### config.mk
export PLATFORM = sky130hd
export DESIGN_NAME = gpio_port_pin_function_mux
export DESIGN_NICKNAME = d
export VERILOG_FILES = /design/src/shared/gpio_mux_pkg.sv /design/src/rtl/gpio_port_pin_function_mux.sv
export VERILOG_INCLUDE_DIRS = /design/src /design/src/shared
export SDC_FILE = /design/constraint.sdc
export NUM_CORES = 1
export LEC_CHECK = 0
export BUFFER_PORTS_ARGS = -buffer_cell sky130_fd_sc_hd__buf_2
export CAP_MARGIN = 40
export CORE_ASPECT_RATIO = 0.5
export CORE_MARGIN = 2
export CORE_UTILIZATION = 49
export DETAILED_ROUTE_END_ITERATION = 8
export PLACE_DENSITY = 0.76
export SYNTH_ARGS = -nofsm -noshare
export SYNTH_HDL_FRONTEND = slang
export SYNTH_SLANG_ARGS = --single-unit
### constraint.sdc
create_clock -name clock_i -period 2.1 [get_ports clock_i]
set_input_delay 0.63 -clock clock_i [delete_from_list [all_inputs] [get_ports clock_i]]
set_output_delay 0.63 -clock clock_i [all_outputs]
set_load 0.05 [all_outputs]
### src/shared/gpio_mux_regs.svh
// Register offsets, field positions, reset values and function codes of the pin-function mux.
// Operation
// RL1: Each pin has a 2-bit function select.
// RL2: Ten-pin port code 01 PHY, 10 keypad.
// RL3: Single pin: 00 I/O, 01 wait, 10 interrupt.
// RL4: Single-pin config resets with wait selected.
// RL5: Thirteen-pin port routes three peripheral function sets.
// RL6: Last two pins interrupts; final pin overcurrent.
// RL7: Thirteen-pin config resets to all I/O.
// RL8: One pull-up enable bit per pin.
// RL9: Pull-ups reset disabled.
// RL10: One output-mode enable bit per pin.
// RL11: Output-mode bit applies only in I/O mode.
// RL12: I/O output pins drive stored data bit.
// RL13: Reserved output-data bits ignore writes.
// RL14: Input register shows pin level always.
// RL15: Reserved input-data bits read zero.
// RL16: Direction and output registers reset zero.
// RL17: Ten-pin config register resets to zero.
// RL18: First ten-pin pin: receive error, column 0.
// RL19: Pin inputs pass two-stage synchroniser.
// RL20: Disabled I/O pins float; pull-up per bit.
`ifndef GPIO_MUX_REGS_SVH
`define GPIO_MUX_REGS_SVH

`define ADDR_P2_FUNC    32'hfff83020
`define ADDR_P2_DIR     32'hfff83024
`define ADDR_P2_OUT     32'hfff83028
`define ADDR_P2_IN      32'hfff8302c
`define ADDR_P4_FUNC    32'hfff83040
`define ADDR_P4_DIR     32'hfff83044
`define ADDR_P4_OUT     32'hfff83048
`define ADDR_P4_IN      32'hfff8304c
`define ADDR_P5_FUNC    32'hfff83050
`define ADDR_P5_DIR     32'hfff83054
`define ADDR_P5_OUT     32'hfff83058
`define ADDR_P5_IN      32'hfff8305c

`define RST_P2_FUNC     32'h00000000
`define RST_P4_FUNC     32'h00155555
`define RST_P5_FUNC     32'h00000000
`define RST_ZERO        32'h00000000

`define PULLUP_LSB      16
`define P4_PIN_BIT      10
`define P4_FUNC_LSB     20

`define FUNC_GPIO       2'h0
`define FUNC_ALT1       2'h1
`define FUNC_ALT2       2'h2
`define FUNC_ALT3       2'h3

`endif

### src/shared/gpio_mux_pkg.sv
// Types shared by the pin-function mux and its users.
package gpio_mux_pkg;

  typedef logic [1:0] func_sel_t;

  typedef struct packed {
    logic [31:0] addr;
    logic [31:0] wdata;
    logic        wr;
    logic        rd;
  } bus_req_t;

  // One bit for each pin of the three ports; oe_n low while the mux drives the pin.
  typedef struct packed {
    logic [9:0] p2;
    logic       p4;
    logic [12:0] p5;
  } pin_vec_t;

  // Peripheral-side signals driven into pins.
  typedef struct packed {
    logic [1:0] phy_tx_data;
    logic       phy_transmit_enable;
    logic       phy_mgmt_data_out;
    logic       phy_mgmt_data_oe;
    logic       phy_mgmt_clock;
    logic [3:0] keypad_row;
    logic [1:0] uart0_txd;
    logic       uart1_txd;
    logic       uart1_request_to_send;
    logic       uart2_txd;
    logic [1:0] twowire_scl_drive_low;
    logic [1:0] twowire_sda_drive_low;
    logic       sync_serial_frame;
    logic       sync_serial_tx;
    logic       sync_serial_clock;
    logic       sync_serial_rx_out;
    logic       sync_serial_rx_oe;
    logic       keyboard_if_clock;
    logic       keyboard_if_data_out;
    logic       keyboard_if_data_oe;
    logic       output_a;
    logic       output_b;
    logic       watchdog_out_n;
    logic       usb_power_enable;
  } periph_out_t;

  // Pin levels routed back to peripherals, each valid when its function is selected.
  typedef struct packed {
    logic       phy_receive_error;
    logic       phy_carrier_valid;
    logic [1:0] phy_rx_data;
    logic       phy_reference_clock;
    logic       phy_mgmt_data_in;
    logic [7:0] keypad_column;
    logic       external_wait_n;
    logic       ext_interrupt3_n;
    logic       uart0_rxd;
    logic       uart1_rxd;
    logic       uart1_clear_to_send;
    logic       uart2_rxd;
    logic [1:0] twowire_scl_in;
    logic [1:0] twowire_sda_in;
    logic       sync_serial_rx;
    logic       keyboard_if_data_in;
    logic       ext_interrupt0_n;
    logic       ext_interrupt1_n;
    logic       usb_overcurrent;
  } periph_in_t;

endpackage

### src/rtl/gpio_port_pin_function_mux.sv
// Register file, pin drivers and function routing for the three muxed ports.
//
// The implementer's own choice: strobed register access.
`timescale 1ns/10ps
`include "gpio_mux_regs.svh"

module gpio_port_pin_function_mux (
  input  wire logic                      clock_i,
  input  wire logic                      reset_i,
  input  wire gpio_mux_pkg::bus_req_t    bus_i,
  output logic        [31:0]             rdata_o,
  input  wire gpio_mux_pkg::pin_vec_t    pin_i,
  output gpio_mux_pkg::pin_vec_t         pin_o,
  output gpio_mux_pkg::pin_vec_t         pin_oe_n_o,
  output gpio_mux_pkg::pin_vec_t         pin_pullup_o,
  input  wire gpio_mux_pkg::periph_out_t periph_i,
  output gpio_mux_pkg::periph_in_t       periph_o
);
  import gpio_mux_pkg::*;

  // ******************************************************************
  // Registers
  // ******************************************************************
  logic [19:0] p2_func_r;
  logic [9:0]  p2_pullup_r;
  logic [9:0]  p2_omode_r;
  logic [9:0]  p2_out_r;
  func_sel_t   p4_func_r;
  logic        p4_pullup_r;
  logic        p4_omode_r;
  logic        p4_out_r;
  logic [25:0] p5_func_r;
  logic [12:0] p5_pullup_r;
  logic [12:0] p5_omode_r;
  logic [12:0] p5_out_r;

  // Reset value of the single-pin config keeps only the field that exists.
  localparam logic [31:0] P4_FUNC_RST = `RST_P4_FUNC;

  wire wr_p2_func = bus_i.wr && (bus_i.addr == `ADDR_P2_FUNC);
  wire wr_p2_dir  = bus_i.wr && (bus_i.addr == `ADDR_P2_DIR);
  wire wr_p2_out  = bus_i.wr && (bus_i.addr == `ADDR_P2_OUT);
  wire wr_p4_func = bus_i.wr && (bus_i.addr == `ADDR_P4_FUNC);
  wire wr_p4_dir  = bus_i.wr && (bus_i.addr == `ADDR_P4_DIR);
  wire wr_p4_out  = bus_i.wr && (bus_i.addr == `ADDR_P4_OUT);
  wire wr_p5_func = bus_i.wr && (bus_i.addr == `ADDR_P5_FUNC);
  wire wr_p5_dir  = bus_i.wr && (bus_i.addr == `ADDR_P5_DIR);
  wire wr_p5_out  = bus_i.wr && (bus_i.addr == `ADDR_P5_OUT);

  always_ff @(posedge clock_i) begin
    if (reset_i) begin
      p2_func_r   <= 20'(`RST_P2_FUNC);                            // RL17
      p4_func_r   <= P4_FUNC_RST[`P4_FUNC_LSB +: 2];               // RL4
      p5_func_r   <= 26'(`RST_P5_FUNC);                            // RL7
      p2_pullup_r <= '0;                                           // RL9
      p4_pullup_r <= 1'b0;
      p5_pullup_r <= '0;
      p2_omode_r  <= '0;                                           // RL16
      p4_omode_r  <= 1'b0;
      p5_omode_r  <= '0;
      p2_out_r    <= '0;
      p4_out_r    <= 1'b0;
      p5_out_r    <= '0;
    end else begin
      if (wr_p2_func) p2_func_r <= bus_i.wdata[19:0];              // RL1
      if (wr_p4_func) p4_func_r <= bus_i.wdata[`P4_FUNC_LSB +: 2];
      if (wr_p5_func) p5_func_r <= bus_i.wdata[25:0];
      if (wr_p2_dir) begin
        p2_pullup_r <= bus_i.wdata[`PULLUP_LSB +: 10];             // RL8
        p2_omode_r  <= bus_i.wdata[9:0];                           // RL10
      end
      if (wr_p4_dir) begin
        p4_pullup_r <= bus_i.wdata[`PULLUP_LSB + `P4_PIN_BIT];
        p4_omode_r  <= bus_i.wdata[`P4_PIN_BIT];
      end
      if (wr_p5_dir) begin
        p5_pullup_r <= bus_i.wdata[`PULLUP_LSB +: 13];
        p5_omode_r  <= bus_i.wdata[12:0];
      end
      // Only implemented bits are stored, so reserved writes have no effect.
      if (wr_p2_out) p2_out_r <= bus_i.wdata[9:0];                 // RL13
      if (wr_p4_out) p4_out_r <= bus_i.wdata[`P4_PIN_BIT];
      if (wr_p5_out) p5_out_r <= bus_i.wdata[12:0];
    end
  end

  // ******************************************************************
  // Input synchroniser
  // ******************************************************************
  pin_vec_t meta_r;
  pin_vec_t sync_r;

  always_ff @(posedge clock_i) begin
    meta_r <= pin_i;                                               // RL19
    sync_r <= meta_r;
  end

  // ******************************************************************
  // Read path
  // ******************************************************************
  logic [31:0] rdata_nxt;

  assign rdata_nxt =
    !bus_i.rd                      ? 32'h00000000 :
    bus_i.addr == `ADDR_P2_FUNC    ? {12'h000, p2_func_r} :
    bus_i.addr == `ADDR_P2_DIR     ? {6'h00, p2_pullup_r, 6'h00, p2_omode_r} :
    bus_i.addr == `ADDR_P2_OUT     ? {22'h000000, p2_out_r} :
    bus_i.addr == `ADDR_P2_IN      ? {22'h000000, sync_r.p2} :      // RL14 RL15
    bus_i.addr == `ADDR_P4_FUNC    ? {10'h000, p4_func_r, 20'h00000} :
    bus_i.addr == `ADDR_P4_DIR     ? {5'h00, p4_pullup_r, 15'h0000, p4_omode_r, 10'h000} :
    bus_i.addr == `ADDR_P4_OUT     ? {21'h000000, p4_out_r, 10'h000} :
    bus_i.addr == `ADDR_P4_IN      ? {21'h000000, sync_r.p4, 10'h000} :
    bus_i.addr == `ADDR_P5_FUNC    ? {6'h00, p5_func_r} :
    bus_i.addr == `ADDR_P5_DIR     ? {3'h0, p5_pullup_r, 3'h0, p5_omode_r} :
    bus_i.addr == `ADDR_P5_OUT     ? {19'h00000, p5_out_r} :
    bus_i.addr == `ADDR_P5_IN      ? {19'h00000, sync_r.p5} :
                                     32'h00000000;

  always_ff @(posedge clock_i) begin
    if (reset_i) begin
      rdata_o <= '0;
    end else begin
      rdata_o <= rdata_nxt;
    end
  end

  // ******************************************************************
  // Pin drive selection
  // ******************************************************************
  // Each pin: data, active-low enable. Plain I/O uses the direction bit.
  function automatic logic [1:0] pin_drive(input func_sel_t sel,
                                           input logic omode,
                                           input logic dout,
                                           input logic [1:0] f1,
                                           input logic [1:0] f2,
                                           input logic [1:0] f3);
    logic [1:0] res;
    res = 2'b01;
    unique case (sel)
      `FUNC_GPIO: res = {dout, ~omode};                            // RL11 RL12 RL20
      `FUNC_ALT1: res = f1;
      `FUNC_ALT2: res = f2;
      `FUNC_ALT3: res = f3;
    endcase
    return res;
  endfunction

  localparam logic [1:0] IN_ONLY = 2'b01;
  function automatic logic [1:0] drv(input logic d);
    return {d, 1'b0};
  endfunction
  function automatic logic [1:0] open_low(input logic low);
    return {1'b0, ~low};
  endfunction

  pin_vec_t    pin_nxt;
  pin_vec_t    oe_n_nxt;
  logic [1:0]  p2_f1 [10];
  logic [1:0]  p2_f2 [10];
  logic [1:0]  p5_f1 [13];
  logic [1:0]  p5_f2 [13];
  logic [1:0]  p5_f3 [13];

  always_comb begin
    // Ten-pin port: receive side inputs, then transmit and management.
    for (int i = 0; i < 10; i++) begin
      p2_f1[i] = IN_ONLY;                                          // RL2 RL18
      p2_f2[i] = IN_ONLY;
    end
    p2_f1[5] = drv(periph_i.phy_transmit_enable);
    p2_f1[6] = drv(periph_i.phy_tx_data[0]);
    p2_f1[7] = drv(periph_i.phy_tx_data[1]);
    p2_f1[8] = {periph_i.phy_mgmt_data_out, ~periph_i.phy_mgmt_data_oe};
    p2_f1[9] = drv(periph_i.phy_mgmt_clock);
    p2_f2[8] = drv(periph_i.keypad_row[0]);
    p2_f2[9] = drv(periph_i.keypad_row[1]);
    for (int i = 0; i < 13; i++) begin
      p5_f1[i] = IN_ONLY;                                          // RL5
      p5_f2[i] = IN_ONLY;
      p5_f3[i] = IN_ONLY;
    end
    p5_f1[0]  = drv(periph_i.uart0_txd[0]);
    p5_f1[2]  = drv(periph_i.uart1_txd);
    p5_f1[4]  = drv(periph_i.uart0_txd[1]);
    p5_f1[6]  = open_low(periph_i.twowire_scl_drive_low[0]);
    p5_f1[7]  = open_low(periph_i.twowire_sda_drive_low[0]);
    p5_f1[8]  = open_low(periph_i.twowire_scl_drive_low[1]);
    p5_f1[9]  = open_low(periph_i.twowire_sda_drive_low[1]);
    p5_f1[10] = drv(periph_i.watchdog_out_n);
    p5_f2[5]  = drv(periph_i.uart1_request_to_send);
    p5_f2[6]  = drv(periph_i.sync_serial_frame);
    p5_f2[7]  = drv(periph_i.sync_serial_tx);
    p5_f2[8]  = drv(periph_i.sync_serial_clock);
    p5_f2[9]  = {periph_i.sync_serial_rx_out, ~periph_i.sync_serial_rx_oe};
    p5_f2[10] = drv(periph_i.usb_power_enable);
    p5_f3[4]  = drv(periph_i.keyboard_if_clock);
    p5_f3[5]  = {periph_i.keyboard_if_data_out, ~periph_i.keyboard_if_data_oe};
    p5_f3[6]  = drv(periph_i.output_a);
    p5_f3[7]  = drv(periph_i.output_b);
    p5_f3[8]  = drv(periph_i.keypad_row[2]);
    p5_f3[9]  = drv(periph_i.keypad_row[3]);
    pin_nxt  = '0;
    oe_n_nxt = '1;
    for (int i = 0; i < 10; i++) begin
      {pin_nxt.p2[i], oe_n_nxt.p2[i]} =
        pin_drive(p2_func_r[2*i +: 2], p2_omode_r[i], p2_out_r[i], p2_f1[i], p2_f2[i], IN_ONLY);
    end
    // Wait and interrupt 3 are inputs, so both alternates leave the pin floating.
    {pin_nxt.p4, oe_n_nxt.p4} =
      pin_drive(p4_func_r, p4_omode_r, p4_out_r, IN_ONLY, IN_ONLY, IN_ONLY);   // RL3
    for (int i = 0; i < 13; i++) begin
      {pin_nxt.p5[i], oe_n_nxt.p5[i]} =
        pin_drive(p5_func_r[2*i +: 2], p5_omode_r[i], p5_out_r[i], p5_f1[i], p5_f2[i], p5_f3[i]);
    end
  end

  // ******************************************************************
  // Peripheral inputs
  // ******************************************************************
  // Inputs idle high when their function is not selected, matching idle active-low lines.
  function automatic logic pick(input func_sel_t sel, input func_sel_t want, input logic lvl);
    return (sel == want) ? lvl : 1'b1;
  endfunction

  periph_in_t periph_nxt;

  always_comb begin
    periph_nxt.phy_receive_error   = pick(p2_func_r[1:0], `FUNC_ALT1, sync_r.p2[0]);  // RL18
    periph_nxt.phy_carrier_valid   = pick(p2_func_r[3:2], `FUNC_ALT1, sync_r.p2[1]);  // RL2
    periph_nxt.phy_rx_data[0]      = pick(p2_func_r[5:4], `FUNC_ALT1, sync_r.p2[2]);
    periph_nxt.phy_rx_data[1]      = pick(p2_func_r[7:6], `FUNC_ALT1, sync_r.p2[3]);
    periph_nxt.phy_reference_clock = pick(p2_func_r[9:8], `FUNC_ALT1, sync_r.p2[4]);
    periph_nxt.phy_mgmt_data_in    = pick(p2_func_r[17:16], `FUNC_ALT1, sync_r.p2[8]);
    for (int i = 0; i < 8; i++) begin
      periph_nxt.keypad_column[i] = pick(p2_func_r[2*i +: 2], `FUNC_ALT2, sync_r.p2[i]);
    end
    periph_nxt.external_wait_n     = pick(p4_func_r, `FUNC_ALT1, sync_r.p4);          // RL3
    periph_nxt.ext_interrupt3_n    = pick(p4_func_r, `FUNC_ALT2, sync_r.p4);
    periph_nxt.uart0_rxd           = pick(p5_func_r[3:2], `FUNC_ALT1, sync_r.p5[1]);  // RL5
    periph_nxt.uart1_rxd           = pick(p5_func_r[7:6], `FUNC_ALT1, sync_r.p5[3]);
    periph_nxt.uart1_clear_to_send = pick(p5_func_r[9:8], `FUNC_ALT2, sync_r.p5[4]);
    periph_nxt.uart2_rxd           = pick(p5_func_r[11:10], `FUNC_ALT1, sync_r.p5[5]);
    periph_nxt.twowire_scl_in[0]   = pick(p5_func_r[13:12], `FUNC_ALT1, sync_r.p5[6]);
    periph_nxt.twowire_sda_in[0]   = pick(p5_func_r[15:14], `FUNC_ALT1, sync_r.p5[7]);
    periph_nxt.twowire_scl_in[1]   = pick(p5_func_r[17:16], `FUNC_ALT1, sync_r.p5[8]);
    periph_nxt.twowire_sda_in[1]   = pick(p5_func_r[19:18], `FUNC_ALT1, sync_r.p5[9]);
    periph_nxt.sync_serial_rx      = pick(p5_func_r[19:18], `FUNC_ALT2, sync_r.p5[9]);
    periph_nxt.keyboard_if_data_in = pick(p5_func_r[11:10], `FUNC_ALT3, sync_r.p5[5]);
    periph_nxt.ext_interrupt0_n    = pick(p5_func_r[23:22], `FUNC_ALT1, sync_r.p5[11]); // RL6
    periph_nxt.ext_interrupt1_n    = pick(p5_func_r[25:24], `FUNC_ALT1, sync_r.p5[12]);
    periph_nxt.usb_overcurrent     = pick(p5_func_r[25:24], `FUNC_ALT2, sync_r.p5[12]);
  end

  // ******************************************************************
  // Output flip-flops
  // ******************************************************************
  // Registering the pins costs one cycle of latency but keeps glitches off the pads.
  always_ff @(posedge clock_i) begin
    if (reset_i) begin
      pin_o        <= '0;
      pin_oe_n_o   <= '1;                                          // RL20
      pin_pullup_o <= '0;
      periph_o     <= '1;
    end else begin
      pin_o        <= pin_nxt;
      pin_oe_n_o   <= oe_n_nxt;
      pin_pullup_o <= {p2_pullup_r, p4_pullup_r, p5_pullup_r};     // RL8 RL20
      periph_o     <= periph_nxt;
    end
  end

endmodule

After elaboration in Yosys (flattened, before gate mapping)

Cells that the tools add are included.

Equality and inequality tests: 84
Mux-type cells: 36
Bitwise gates (word level): 61
Reduce and logical (&&, ||, !) cells: 82

Operator list:

| kind                                                | number |
|---|---|
| equality test 32 bit, second input constant         | 12 |
| two-way mux 27 bit                                  | 4 |
| two-way mux 26 bit                                  | 4 |
| equality test 2 bit, second input constant          | 48 |
| one-hot mux 2 bit (4 select lines)                  | 9 |
| OR reduction 2 bit                                  | 35 |
| inverter 1 bit                                      | 61 |
| equality test 2 x 1 -> 1 bit, second input constant | 24 |
| zero test 2 bit                                     | 24 |
| one-hot mux 2 bit (2 select lines)                  | 10 |
| OR reduction 3 bit                                  | 11 |
| one-hot mux 2 bit (3 select lines)                  | 5 |
| two-way mux 29 bit                                  | 1 |
| two-way mux 13 bit                                  | 2 |
| two-way mux 20 bit                                  | 1 |
| OR reduction 13 bit                                 | 1 |
| OR reduction 11 bit                                 | 1 |
| logical AND 1 bit                                   | 9 |
| OR reduction 7 bit                                  | 1 |

Register bits after elaboration: 301
Bits of input ports: 123
Logic and storage cells: 324

Logic depth before layout (Yosys ltp)

Word-level depth: 13
Depth in mapped cells: 7
Depth with buffers taken out: 4

Worst setup path after synthesis

Ideal clock, no wire load.

Path type: in2reg
Start: in bus_i[38] in the netlist's numbering
End: reg p4_pullup_r
Data arrival time: 2037 ps
Data required time: 1979 ps
Slack: -57 ps
Cell stages on the path: 3
Buffers on the path: 0
Path through: or4b_2 > nor4_1 > mux2_2

Longest elaborated chain between the ends: 2

RTL lines:

| element                               | RTL line                         | RTL |
|---|---|---|
| start: declaration                    | gpio_port_pin_function_mux.sv:10 | `input wire gpio_mux_pkg::bus_req_t bus_i,` |
| equality test 32 bit (no source line) | --                               |  |
| logical AND 1 bit                     | gpio_port_pin_function_mux.sv:44 | `` wire wr_p4_dir = bus_i.wr && (bus_i.addr == `ADDR_P4_DIR); `` |
| end signal: assignment                | gpio_port_pin_function_mux.sv:73 | `` p4_pullup_r <= bus_i.wdata[`PULLUP_LSB + `P4_PIN_BIT]; `` |
| end: declaration                      | gpio_port_pin_function_mux.sv:29 | `logic p4_pullup_r;` |

No other way between the ends.
A chain may end at the register's enable or synchronous reset.

Final worst setup path

Start: in bus_i[35] in the netlist's numbering
End: reg rdata_o[19]

Longest elaborated chain between the ends: 11
Elaborated cells between the ends (all ways): 20
Classes of those cells: eq/ne: 10; mux: 10

RTL lines:

| element                               | RTL line                          | RTL |
|---|---|---|
| equality test 32 bit (no source line) | --                                |  |
| two-way mux 29 bit                    | gpio_port_pin_function_mux.sv:114 | `` bus_i.addr == `ADDR_P5_DIR ? {3'h0, p5_pullup_r, 3'h0, p5_omode_r} : `` |
| two-way mux 27 bit                    | gpio_port_pin_function_mux.sv:113 | `` bus_i.addr == `ADDR_P5_FUNC ? {6'h00, p5_func_r} : `` |
| two-way mux 27 bit                    | gpio_port_pin_function_mux.sv:112 | `` bus_i.addr == `ADDR_P4_IN ? {21'h000000, sync_r.p4, 10'h000} : `` |
| two-way mux 27 bit                    | gpio_port_pin_function_mux.sv:111 | `` bus_i.addr == `ADDR_P4_OUT ? {21'h000000, p4_out_r, 10'h000} : `` |
| two-way mux 27 bit                    | gpio_port_pin_function_mux.sv:110 | `` bus_i.addr == `ADDR_P4_DIR ? {5'h00, p4_pullup_r, 15'h0000, p4_omode_r, 10'h000} : `` |
| two-way mux 26 bit                    | gpio_port_pin_function_mux.sv:109 | `` bus_i.addr == `ADDR_P4_FUNC ? {10'h000, p4_func_r, 20'h00000} : `` |
| two-way mux 26 bit                    | gpio_port_pin_function_mux.sv:108 | `` bus_i.addr == `ADDR_P2_IN ? {22'h000000, sync_r.p2} : `` |
| two-way mux 26 bit                    | gpio_port_pin_function_mux.sv:107 | `` bus_i.addr == `ADDR_P2_OUT ? {22'h000000, p2_out_r} : `` |
| two-way mux 26 bit                    | gpio_port_pin_function_mux.sv:106 | `` bus_i.addr == `ADDR_P2_DIR ? {6'h00, p2_pullup_r, 6'h00, p2_omode_r} : `` |
| two-way mux 20 bit *                  | gpio_port_pin_function_mux.sv:105 | `` bus_i.addr == `ADDR_P2_FUNC ? {12'h000, p2_func_r} : `` |
| end signal: assignment                | gpio_port_pin_function_mux.sv:123 | `rdata_o <= rdata_nxt;` |
| end: declaration                      | gpio_port_pin_function_mux.sv:11  | `output logic [31:0] rdata_o,` |

Every way passes the cells marked *; elsewhere a longest branch is shown, timed or not.

==> results.json <==
{
  "rrSetupSlack_ps": 560,
  "power_frac_seq_pct": 51.6,
  "drv_slew": 0,
  "r2r_start": "p5_func_r[21]",
  "clk_pin_slew_worst_paths_ps": 70,
  "wl_per_cell_um": 20.6,
  "syn_to_final_growth_pct": 26.2,
  "cts_hold_buf": 0,
  "pre_cts_ws_ps": -493,
  "coreArea_um2": 22700,
  "hold_end": "meta_r[14]",
  "slew_headroom_pct": 65.9,
  "hold_violations": 0,
  "p_int_mw": 8.64,
  "hpwl_um": 25300,
  "fp.dieH_um": 112,
  "holdPathStages": 1,
  "first_global_vias": 9358,
  "combPwrFrac_pct": 4.6,
  "cts.path.max_buffers": 3,
  "ctsResizeCount": 0,
  "cts_num_sinks": 298,
  "pwr-share-clk_pct": 43.8,
  "crit_family": "simple AND/OR/NAND/NOR gates",
  "leakage_nw": 6.12,
  "die_w_um": 219,
  "postSynthAreaPerCell_um2": 10.5,
  "outcome": "completed",
  "synth_warnings": 0,
  "final_cell_area_um2": 14300,
  "synth_seq_cells": 298,
  "setup_violations": 0,
  "via_per_inst": 5.69,
  "rows": 39,
  "cp_slowest_cell": "or4b_1",
  "synth_area_um2": 11300,
  "worst_slew_pin_slew_ps": 507,
  "p_per_area_nw_per_um2": 775,
  "placed_area_um2": 13400,
  "htreeDepth": 1,
  "start_util_pct": 49.9,
  "crit_required_ps": 2600,
  "peakVddDrop_v": 0.000511,
  "synth.distinct_cells": 63,
  "path_class": "primary input to register",
  "endpoint_kind": "register",
  "totalWireLength_um": 34700,
  "min_period_ps": 1940,
  "final_net_count": 1499,
  "critPathArrivalTime_ps": 2440,
  "fin_skew_ps": 9.10,
  "dieArea_um2": 24400,
  "cts_made_buffers": 26,
  "switching_power_mw": 2.44,
  "fin_crit_sh_pct": 92.1,
  "cts_setup_buffers": 0,
  "yosysSeqAreaShare_pct": 52.6,
  "vias": 9604,
  "rsz0062_at_grt": "false",
  "cp-start-kind": "primary input",
  "cts_root_buffer": "clkbuf_16",
  "syn_inst": 1077,
  "antenna_found_initial": 2,
  "hold_class": "primary input to register",
  "drt_iter0_drc": 968,
  "grt_pass1_wl_um": 52600,
  "grt-ovfl-total": 0,
  "critical-path-max-stage-delay_ps": 640,
  "ys.flop_type": "dfxtp_1",
  "drcViolationCount": 0,
  "clock_latency_ps": 560,
  "synth_edf_count": 0,
  "cap_violations": 0,
  "fin_util_pct": 62.9,
  "clock.fmax_mhz": 517,
  "synthArstFlopShare_pct": 0,
  "cp_max_fo": 5,
  "timing.final.ws_setup_ps": 165,
  "track_usage_pct": 27.6,
  "path_cells": "buf_2 -> or4b_1 -> nor2_4 -> a222oi_1 -> a2111oi_1 -> buf_4",
  "cts_tree": "built",
  "path_buf_inv": 2,
  "swShare_pct": 22.1,
  "ant_nets": 0,
  "pin_count": 256,
  "holdWs_ps": 168,
  "layout-drive-gt1-share_pct": 30.3,
  "place.gp.congestion": 0.870,
  "grt_max_degree": 84,
  "hold_start": "pin_i[14]",
  "r2r_cells": 5,
  "port_buffers": 248,
  "first_pass_iters": 7,
  "reg2reg_to": "rdata_o[21]"
}
==> power by group through the flow <==
stage / sequential [mW] / combinational, mW / clock [mW]
3_5_place_dp: 5.85 / 0.491 / 0
5_1_grt: 5.72 / 0.535 / 5.15
3_3_place_gp: 5.85 / 0.483 / 0
2_1_floorplan: 5.84 / 0.234 / 0
6_report: 5.72 / 0.506 / 4.85
4_1_cts: 5.72 / 0.495 / 4.92
==> cell families after synthesis <==
| kind of cell | after synthesis | synth area share [%] |
|---|---|---|
| AND/OR/NAND/NOR | 355 | 19.1 |
| flip-flops | 298 | 52.6 |
| AO/OA/AOI/OAI | 177 | 11.2 |
| multiplexers | 125 | 11.3 |
| buffers and inverters | 105 | 3.92 |
| adder cells (fa/ha/maj) | 16 | 1.77 |
| other | 1 | 0.0331 |
==> cell usage after synthesis, types with 15 or more instances <==
library cell	instances	area share, %
a21oi_1	34	1.5
a22oi_1	15	0.99
buf_2	18	0.79
clkbuf_1	57	1.9
dfxtp_1	298	53
ha_1	16	1.8
inv_1	18	0.60
mux2i_1	117	10
nand2_1	23	0.76
nand2b_1	112	6.2
nand4_1	41	2.3
nor2_1	54	1.8
nor2b_1	24	1.3
nor3_1	23	1.0
o21ai_0	17	0.75
o31ai_1	29	1.9
or4b_2	15	1.3
==> per-layer routing <==
layer	up-vias	GRT usage (%)	part of all wire [%]
met5	-	0	0
li1	4462	-	-
met1	4671	38.1	44
met4	0	7.43	2.1
met3	48	4.86	6.9
met2	423	45.0	47
==> state kept, by name (all words and copies together) (netlist names) <==
name,count
p2_omode_r,10
p4_func_r,2
p2_out_r,10
p5_out_r,13
p4_pullup_r,1
p5_pullup_r,13
periph_o,29
p5_func_r,26
p2_func_r,20
pin_oe_n_o,24
p4_omode_r,1
p2_pullup_r,10
pin_o,24
p5_omode_r,13
rdata_o,29
pin_pullup_o,24
p4_out_r,1
sync_r,24
meta_r,24
==> cell type report <==
type                    instances  area, um2
repair buffers                340       2050
well taps                     307        384
fillers                      1915       8430
flip-flops and latches        298       5970
multi-input cells             676       4960
clock inverters                 6       82.6
clock buffers                  42        791
diodes                          2       5.00
inverters                      18       67.6
==> cell usage in the layout, fill, tap and decap left out, drive strengths merged, types with 6 or more instances in the layout <==
cell type,count
o22ai,11
or4b,17
a31oi,8
a222oi,8
nand4,41
nor2b,24
a22oi,15
inv,18
nor4,9
mux2,6
buf,340
nand2,23
nand3,7
a21oi,34
nor2,56
dfxtp,298
nand2b,112
o31ai,29
nor3,23
o21ai,17
or4,6
nor4b,6
mux2i,117
a211o,11
ha,16
clkbuf,42
o41ai,10
o32a,10
==> worst max-delay path by stage <==
stage / endpoint / slack (ps) / cells after the start / from
after floorplan: p4_pullup_r / -60 / 3 / bus_i[38]
after global placement: p2_omode_r[1] / -390 / 6 / bus_i[45]
after detailed placement: p2_omode_r[1] / -490 / 6 / bus_i[45]
after CTS: p2_pullup_r[6] / 80 / 6 / bus_i[45]
after global routing: rdata_o[19] / 60 / 8 / bus_i[36]
final: rdata_o[19] / 160 / 6 / bus_i[35]
==> stage by stage <==
stage | setup TNS, ps | std cells | power (mW)
after floorplan | -1850 | 1079 | 6.08
after global placement | -25370 | 1639 | 6.33
after detailed placement | -35750 | 1639 | 6.34
after CTS | 0 | 1687 | 11.1
after global routing | 0 | 1689 | 11.4
final | 0 | 1689 | 11.1
==> worst register-to-register path: cells and delay by family (launching register included) <==
| kind | cells | cell delay, ps |
|---|---|---|
| buf+inv | 2 | 290 |
| compound gates | 3 | 730 |
| flops | 1 | 430 |
(Power assumes the default switching activity.)
